--- src/rtl/fbd_pkg.sv ---
// Function
// - enable bit seven turns converter on
// - thirty-two levels from five-bit level code
// - enabled output: negative plus span times code/32
// - bits five/four route level to pins
// - routed pin loses digital driver and detector
// - routed pin digital read returns zero
// - negative end always tied to ground
// - level feeds comparator, ADC and pins
// - wake from sleep keeps control register
// - reset disables, unroutes, clears level code
package fbd_pkg;

  // register offsets on the plain register port
  localparam logic [3:0] FBD_OFF_CTRL0 = 4'h0;  // dac_control_0
  localparam logic [3:0] FBD_OFF_LEVEL = 4'h1;  // level_register
  localparam logic [3:0] FBD_OFF_MISC  = 4'h2;  // disabled_level_polarity

  // dac_control_0 field positions
  localparam int FBD_CTRL_EN_BIT  = 7;  // conv_enable
  localparam int FBD_CTRL_OE1_BIT = 5;  // ref_out_pin1_enable
  localparam int FBD_CTRL_OE2_BIT = 4;  // ref_out_pin2_enable
  localparam int FBD_CTRL_PSS_LO  = 2;  // positive_source_select low bit
  localparam int FBD_MISC_LPS_BIT = 0;  // disabled_level_polarity

  // writable masks; everything else reads as zero
  localparam logic [7:0] FBD_CTRL_MASK  = 8'hBC;
  localparam logic [7:0] FBD_LEVEL_MASK = 8'h1F;
  localparam logic [7:0] FBD_MISC_MASK  = 8'h01;

  // reset values
  localparam logic [7:0] FBD_CTRL_RST  = 8'h00;
  localparam logic [4:0] FBD_LEVEL_RST = 5'h00;
  localparam logic       FBD_LPS_RST   = 1'b0;

  // level code width and full-scale tap (the positive end of the ladder)
  localparam int         FBD_CODE_W    = 5;
  localparam logic [5:0] FBD_TAP_TOP   = 6'h20;
  localparam logic [4:0] FBD_CODE_ONES = 5'h1F;
  localparam logic [4:0] FBD_CODE_ZERO = 5'h00;

  // positive source choices
  typedef enum logic [1:0] {
    FBD_PSRC_SUPPLY = 2'h0,
    FBD_PSRC_REFPIN = 2'h1,
    FBD_PSRC_FVRBUF = 2'h2,
    FBD_PSRC_RSVD   = 2'h3
  } fbd_psrc_t;

  // analog level towards the ladder switch network
  typedef struct packed {
    logic [5:0] tap;     // level in units of span/32 above negative end
    logic       driven;  // ladder output actually driven
  } fbd_level_t;

  // per-pin group, index 0 is pin1, index 1 is pin2
  typedef struct packed {
    logic [1:0] pad_out;    // digital driver data
    logic [1:0] pad_oe;     // digital driver enable
    logic [1:0] ana_conn;   // analog switch to ladder
    logic [1:0] in_det_en;  // input threshold detector enable
    logic [1:0] rd_val;     // value seen by a digital port read
  } fbd_pins_t;

  // whole block state
  typedef struct packed {
    logic       en;       // conv_enable
    logic [1:0] oe;       // pin routing enables
    fbd_psrc_t  pss;      // positive_source_select
    logic [4:0] code;     // level_code
    logic       lps;      // disabled_level_polarity
    logic [7:0] rdata;    // read data
    fbd_level_t lvl;      // registered level
    fbd_psrc_t  psrc;     // source switch actually closed
    logic       psrc_ok;  // source switch valid
    logic       nsrc_gnd; // negative end to ground
    fbd_pins_t  pins;     // pin controls
  } fbd_state_t;

endpackage : fbd_pkg

--- src/rtl/fbd_ctrl.sv ---
// Design decisions made here: the strobed register port and the placing of the registers.
`timescale 1ns/1ps
// control logic for the five-bit reference converter
module fbd_ctrl
  import fbd_pkg::*;
#(
  parameter int NPIN = 2  // number of reference output pins
) (
  input  wire logic            clk,          // system clock
  input  wire logic            sys_rst,      // synchronous reset, active high
  input  wire logic [3:0]      addr,         // register address
  input  wire logic [7:0]      wdata,        // write data
  input  wire logic            wr,           // write strobe
  input  wire logic            rd,           // read strobe
  output logic      [7:0]      rdata,        // read data, cycle after rd
  input  wire logic [NPIN-1:0] gpio_dout,    // port latch data per pin
  input  wire logic [NPIN-1:0] gpio_oe,      // port driver enable per pin
  input  wire logic [NPIN-1:0] pad_in,       // pad level per pin
  output fbd_pins_t            pins,         // pin controls
  output fbd_level_t           cmp_level,    // comparator positive input
  output fbd_level_t           adc_level,    // ADC input channel
  output fbd_psrc_t            psrc_sel,     // positive source switch
  output logic                 psrc_ok,      // source switch closed
  output logic                 nsrc_gnd,     // negative end to ground
  output logic                 conv_on,      // converter powered
  output logic      [4:0]      level_code    // current level code
);

  fbd_state_t s_q;  // registered state
  fbd_state_t s_d;  // next state
  fbd_level_t lvl_d; // next ladder tap
  // ladder inputs as they will stand after this edge; kept apart from s_d
  // so the tap lookup does not close a loop through the state struct
  logic                  lvl_en;    // next enable
  logic                  lvl_lps;   // next polarity
  logic [FBD_CODE_W-1:0] lvl_code;  // next level code

  // decoded strobes
  logic wr_ctrl;   // write to dac_control_0
  logic wr_level;  // write to level_register
  logic wr_misc;   // write to polarity register

  assign wr_ctrl  = wr && addr == FBD_OFF_CTRL0;
  assign wr_level = wr && addr == FBD_OFF_LEVEL;
  assign wr_misc  = wr && addr == FBD_OFF_MISC;

  // reset needs no term here, the reset branch clears the tap itself
  assign lvl_en   = wr_ctrl  ? wdata[FBD_CTRL_EN_BIT]  : s_q.en;
  assign lvl_lps  = wr_misc  ? wdata[FBD_MISC_LPS_BIT] : s_q.lps;
  assign lvl_code = wr_level ? wdata[FBD_CODE_W-1:0]   : s_q.code;

  // ladder tap from the next register values, so outputs move with them
  fbd_level u_level (
    .en   (lvl_en),
    .lps  (lvl_lps),
    .code (lvl_code),
    .lvl  (lvl_d)
  );

  // next-state logic for registers, read data, and all outputs
  always_comb begin
    s_d = s_q;
    // control register write; unimplemented bits are dropped here
    if (wr_ctrl) begin
      s_d.en  = wdata[FBD_CTRL_EN_BIT];
      s_d.oe  = {wdata[FBD_CTRL_OE2_BIT], wdata[FBD_CTRL_OE1_BIT]};
      s_d.pss = fbd_psrc_t'(wdata[FBD_CTRL_PSS_LO +: 2]);
    end
    // level code write, upper bits ignored
    if (wr_level) begin
      s_d.code = wdata[FBD_CODE_W-1:0];
    end
    // polarity write
    if (wr_misc) begin
      s_d.lps = wdata[FBD_MISC_LPS_BIT];
    end
    // read data valid only the cycle after rd; idle reads as zero
    s_d.rdata = 8'h00;
    if (rd) begin
      case (addr)
        FBD_OFF_CTRL0: begin
          s_d.rdata = {s_q.en, 1'b0, s_q.oe[0], s_q.oe[1], s_q.pss, 2'b00}
                      & FBD_CTRL_MASK;
        end
        FBD_OFF_LEVEL: begin
          s_d.rdata = {3'b000, s_q.code} & FBD_LEVEL_MASK;
        end
        FBD_OFF_MISC: begin
          s_d.rdata = {7'h00, s_q.lps} & FBD_MISC_MASK;
        end
        default: begin
          s_d.rdata = 8'h00;  // unmapped reads return zero
        end
      endcase
    end
    // ladder tap; same value to comparator, ADC and pins
    s_d.lvl = lvl_d;
    // positive source switch; reserved code opens every switch
    s_d.psrc    = s_d.pss;
    s_d.psrc_ok = s_d.pss != FBD_PSRC_RSVD;
    // the negative end has no selection at all
    s_d.nsrc_gnd = 1'b1;
    // pin overrides, one slice per pin
    for (int i = 0; i < NPIN; i++) begin
      s_d.pins.ana_conn[i]  = s_d.oe[i];
      s_d.pins.pad_oe[i]    = gpio_oe[i] && !s_d.oe[i];
      s_d.pins.pad_out[i]   = gpio_dout[i] && !s_d.oe[i];
      s_d.pins.in_det_en[i] = !s_d.oe[i];
      // read back masked while the pin carries the reference level
      s_d.pins.rd_val[i]    = pad_in[i] && !s_d.oe[i];
    end
    // only the device reset clears state; a wake from sleep does not
    if (sys_rst) begin
      s_d = '0;
      s_d.en   = FBD_CTRL_RST[FBD_CTRL_EN_BIT];
      s_d.oe   = 2'b00;
      s_d.pss  = fbd_psrc_t'(FBD_CTRL_RST[FBD_CTRL_PSS_LO +: 2]);
      s_d.code = FBD_LEVEL_RST;
      s_d.lps  = FBD_LPS_RST;
      s_d.lvl  = '0;
      s_d.psrc_ok  = 1'b1;
      s_d.nsrc_gnd = 1'b1;
      s_d.pins.in_det_en = '1;
    end
  end

  // single state register, reset handled in the next-state logic
  always_ff @(posedge clk) begin
    s_q <= s_d;
  end

  // every output straight from the state register
  assign rdata      = s_q.rdata;
  assign pins       = s_q.pins;
  assign cmp_level  = s_q.lvl;
  assign adc_level  = s_q.lvl;
  assign psrc_sel   = s_q.psrc;
  assign psrc_ok    = s_q.psrc_ok;
  assign nsrc_gnd   = s_q.nsrc_gnd;
  assign conv_on    = s_q.en;
  assign level_code = s_q.code;
endmodule : fbd_ctrl

--- src/rtl/fbd_level.sv ---
`timescale 1ns/1ps
// ladder tap selection from enable, polarity and code
module fbd_level
  import fbd_pkg::*;
(
  input  wire logic                  en,    // converter enabled
  input  wire logic                  lps,   // disabled polarity
  input  wire logic [FBD_CODE_W-1:0] code,  // level code
  output fbd_level_t                 lvl    // resulting tap
);

  // when enabled, tap is a fraction code/32 of the span above the negative end
  always_comb begin
    lvl.tap    = 6'h00;
    lvl.driven = 1'b0;
    if (en) begin
      lvl.tap    = {1'b0, code};
      lvl.driven = 1'b1;
    end else if (lps && code == FBD_CODE_ONES) begin
      lvl.tap    = FBD_TAP_TOP;
      lvl.driven = 1'b1;
    end else if (!lps && code == FBD_CODE_ZERO) begin
      lvl.tap    = 6'h00;
      lvl.driven = 1'b1;
    end
    // other disabled combinations leave the ladder floating
  end

endmodule : fbd_level

--- config.mk ---
export PLATFORM = sky130hd
export DESIGN_NAME = fbd_ctrl
export DESIGN_NICKNAME = d
export VERILOG_FILES = /design/src/rtl/fbd_pkg.sv /design/src/rtl/fbd_ctrl.sv /design/src/rtl/fbd_level.sv
export SDC_FILE = /design/constraint.sdc
export NUM_CORES = 1
export LEC_CHECK = 0
export ABC_AREA = 0
export ABC_CLOCK_PERIOD_IN_PS = 1650
export BUFFER_PORTS_ARGS = -buffer_cell sky130_fd_sc_hd__buf_4
export CAP_MARGIN = 0
export CORE_MARGIN = 1.5
export CORE_UTILIZATION = 41
export CTS_BUF_LIST = sky130_fd_sc_hd__clkbuf_16
export DETAILED_ROUTE_END_ITERATION = 6
export MAX_ROUTING_LAYER = met4
export PLACE_DENSITY = 0.8
export SETUP_SLACK_MARGIN = 0.4
export SYNTH_ARGS = -nofsm -noshare
export SYNTH_HDL_FRONTEND = slang
export SYNTH_SLANG_ARGS = --single-unit
--- constraint.sdc ---
create_clock -name clk -period 1.65 [get_ports clk]
set_input_delay 0.165 -clock clk [delete_from_list [all_inputs] [get_ports clk]]
set_output_delay 0.165 -clock clk [all_outputs]
set_load 0.01 [all_outputs]
* Word level (Yosys, flattened, before mapping)
Index checks and enable logic that the tools add are counted.
Operators by class: add/sub/neg operators 0, multiply operators 0, divide/modulo/power cells 0, order comparisons 0, equality and inequality tests 4, shifts and indexed selects 0, mux-type cells 8, bitwise operators 1, reductions and logical operators 18
Operator list (number):
- $pmux 8 s3 | 1
- $logic_and 1x1->1 | 11
- $mux 5 | 2
- $mux 7 | 1
- $mux 6 | 1
- $eq 5x5->1 const B | 1
- $logic_not 5->1 | 1
- $eq 4x1->1 const B | 1
- $eq 4x2->1 const B | 1
- $logic_not 4->1 | 1
- $reduce_or 2->1 | 2
- $logic_not 1->1 | 3
- $mux 1 | 3
- $ne 2x2->1 const B | 1
- $not 1->1 | 1
Storage, ports and cells: flip-flop bits (word level) 36, latch bits 0, memory bits (writable) 0, memory bits (read-only) 0, bits of input ports 22, output and inout bits 42, word-level logic and storage cells 46, memories 0

* Logic depth before layout (Yosys ltp)
word-level depth 8, depth in mapped cells 5, depth with buffers taken out 4

* Cells and area by module
From an unflattened synthesis, not the netlist that was laid out.
Second synthesis, totals: cell total of the unflattened synthesis 173, area total of the unflattened synthesis 1660.3 µm²
By module, submodules not included:
- fbd_ctrl | instances 1, cells an instance 161, area an instance 1592.8 µm², sequential area each 680.7 µm²
- fbd_level | instances 1, cells an instance 12, area an instance 67.6 µm², sequential area each 0.0 µm²

* Worst setup path before layout
OpenSTA, ideal clock, no wires.
path kind input port to flip-flop, from input addr[3], to register s_q (netlist bit psrc_ok), setup time 0.127 ns, arrival 1.099 ns, required time 1.523 ns, path slack 0.424 ns, cell stages on the path 4, buffers on the path 0, cell sequence nor3_2 -> nand2_4 -> mux2i_1 -> or3_1
Between the ends: word-level cells in the longest chain between the ends 4
Ends and longest elaborated chain:
- start, declared | line fbd_ctrl.sv:11 | input wire logic [3:0] addr,
- $logic_not 4->1 | line fbd_ctrl.sv:43 | assign wr_ctrl = wr && addr == FBD_OFF_CTRL0;
- $logic_and 1x1->1 | line fbd_ctrl.sv:43
- $mux 5 | line fbd_ctrl.sv:64 | if (wr_ctrl) begin
- $ne 2x2->1 | line fbd_ctrl.sv:100 | s_d.psrc_ok = s_d.pss != FBD_PSRC_RSVD;
- end signal, assigned | line fbd_ctrl.sv:129 | s_q <= s_d;
- end, declared | line fbd_ctrl.sv:29 | fbd_state_t s_q;
No other way between the ends. A chain may end at the register's enable or synchronous reset.

* Worst setup path in the final report
from register s_q (netlist bit level_code[4]), to register s_q (netlist bit adc_level[0])
Between the ends: word-level cells in the longest chain between the ends 6, elaborated cells on any way between the ends 8, classes of those cells eq/ne: 1; mux: 4; reduce/logical: 3
Ends and longest elaborated chain:
- $mux 5 *
- $logic_not 5->1 | line fbd_level.sv:22 | end else if (!lps && code == FBD_CODE_ZERO) begin
- $logic_and 1x1->1 | line fbd_level.sv:22
- $mux 1 | line fbd_level.sv:22
- $mux 7 * | line fbd_level.sv:19 | end else if (lps && code == FBD_CODE_ONES) begin
- $mux 6 * | line fbd_level.sv:16 | if (en) begin
Every way passes the cells marked *; elsewhere a longest branch is shown, timed or not.

==> impl_results.md <==
* Critical path data arrival time at 1470 ps
* DR WL/cell at 12.9 microns
* Leak Pwr at 0.894 nW
* Final hold viol count at 0
* IO buf count at 60
* Fin. max-slew vios at 0
* Post-Route WL at 3010 microns
* DR vias at 1080
* Cells on worst reg2reg path at 4
* H-tree levels at 2
* Layout cells sized above 1 at 43.0%
* Inserted Diodes at 0
* Peak VDD IR at 0.000345 V
* Synth cell types at 34
* Post-Syn Area at 1530 sq um
* Core Region at 3630 sq um
* Final ANT Viol Nets at 0
* CTS max path bufs at 2
* Syn Nets at 180
* Sequential share of the synthesized area at 44.4%
* Crit path launch: level_code[4]
* R2R Path End: adc_level[0]
* Post-synth ARST share at 0%
* Final #Nets at 207
* Die width at 64.1 microns
* Vias per inst at 4.62
* Max Clock Freq at 0.784 GHz
* Ports at 64
* Pwr per Cell Area at 958 nW/um^2
* Placer Congestion at 0.899
* Global-route wire length before repair at 4750 microns
* Final setup viols at 0
* Top FF cell, synth: dfxtp_1
* CTS Sinks at 34
* Seq cells post-synth at 34
* Syn Inst Count at 158
* Synth warn at 0
* Worst-path clk slew at 50 ps
* Number of global-route vias before repair at 1038
* Worst Path Max Fanout at 4
* Total power at 1.83 mW
* Register-to-register setup slack at 370 ps
* Initial antenna violation count at 0
* Remaining DRCs at 0
* Number of flops mapped to enable cells by yosys at 0
* Initial DRC Count at 34
* CTS Buf Count at 5
* Avg Inst Size Synth at 9.69 sq um
* Crit end category: flip-flop
* Critical path startpoint category: flip-flop
* Setup TNS at 0 ps
* Synth top area cells: dfxtp_1 (44%), buf_4 (20%), mux2i_1 (7.2%)
* R2R Path Start: level_code[4]
* Worst clock skew at 1.88 ps
* Critical path class: flip-flop to flip-flop
* Unrepaired setup endpoints after global routing: yes
* Initial DRT Pass Iterations at 4
* Most instantiated cells after synthesis: buf_4 (40), dfxtp_1 (34), nor2_1 (16)
* Most frequent cell after synthesis: buf_4
* GRT overflow at 0
* Final Cycle Share at 77.3%
* Area grow syn2layout at 24.9%
* Leading area contributor after synthesis: dfxtp_1
* GR Util All Layers at 15.6%
* Clock Latency Late Sink at 270 ps
* Clock root buffer master: clkbuf_16
* Fin cells at 234
* Die ar. at 4110 sq um
* HPWL Detailed at 2180 microns
* Rows at 22
* Dpl cells at 224
* Die height at 64.1 microns
* Max Cap Viol at 0
* CTS tree: built
* Yosys top cell area share at 44.4%
* Initial Utilization at 42.1%
* Critical path endpoint: adc_level[0]
* Worst hold path class: primary input to flip-flop
* CP required at 1850 ps
* Post-route minimum period at 1280 ps
* Largest net degree at the start of global routing at 21
* Outcome: finished clean
[where the power goes]
part           internal, mW  switching, mW
Combinational        0.0750         0.0719
Sequential            0.836        0.00801
Clock                 0.541          0.300
[registers in the layout, indices dropped and copies added, names as in the netlist]
| name | flops |
|---|---|
| adc_level | 7 |
| conv_on | 1 |
| level_code | 5 |
| pins | 10 |
| psrc_ok | 1 |
| psrc_sel | 2 |
| rdata | 7 |
| s_q | 1 |
[repair_timing]
item                                    CTS  global route
endpoints found under the setup margin    1             1
setup buffers                             2             0
pin swaps                                 4             2
hold buffers                              0             0
hold endpoints to repair                  0             0
gates resized for setup                   5             1
[cells by family (layout without fill, tap and decap cells)]
| kind of cell | after synthesis | in the layout | share of synthesized area (%) |
|---|---|---|---|
| simple gates | 54 | 54 | 20.7 |
| buf+inv | 46 | 74 | 21.2 |
| flops | 34 | 34 | 44.4 |
| mux | 12 | 12 | 8.66 |
| compound gates | 10 | 10 | 4.58 |
| other cells | 2 | 2 | 0.490 |
[through the flow]
stage,hold WS (ps),instance area (sq um),util [%],setup WS (ps)
global placement,390,1740,47.8,269
CTS,112,1900,52.4,405
detailed placement,393,1740,47.8,258
global route,116,1910,52.7,306
finish,115,1910,52.7,375
floorplan,311,1530,-,424
[area by class of cell]
| type | count | area, sq um |
|---|---|---|
| clock inverter | 3 | 11.3 |
| tap | 48 | 60.1 |
| sequential | 34 | 686 |
| timing repair buffer | 63 | 473 |
| inverter | 3 | 11.3 |
| multi-input combinational | 78 | 547 |
| clock buffer | 5 | 125 |
| fill | 368 | 1720 |
[critical path: stages, from the launching register on]
cell and delay, ps:
dfxtp_4 360, nor4_4 280, o211ai_1 130, a211o_1 260
a31oi_1 160
[placed cells by master (no fill, tap or decap), drive strengths merged, types with 2 or more instances in the layout]
cell / instances
nand3: 2
o22ai: 2
dfxtp: 34
and2: 2
conb: 2
nor2: 17
nand4: 2
a21oi: 2
nor3b: 2
a31oi: 2
nand2: 6
or3: 2
and4: 2
nor4: 2
clkbuf: 5
clkinv: 3
nor3: 7
buf: 63
and3: 6
or2: 3
mux2i: 12
inv: 3
[layer usage]
layer	vias to the layer above	global-route usage (%)	part of all wire, %
met5	-	-	0
met4	0	4.79	0.60
met3	2	6.16	6.9
met2	43	24.6	49
met1	493	18.2	43
li1	542	-	-
[how the worst min path moves through the flow]
stage | startpoint | to | slack, ps | depth (start not counted)
CTS | gpio_dout[1] | pins[9] | 110 | 2
global placement | gpio_oe[1] | pins[7] | 390 | 2
detailed placement | gpio_dout[1] | pins[9] | 390 | 2
floorplan | pad_in[0] | pins[0] | 310 | 1
global route | gpio_dout[1] | pins[9] | 120 | 2
finish | gpio_dout[1] | pins[9] | 120 | 2
Power figures use the tool's default switching activity.
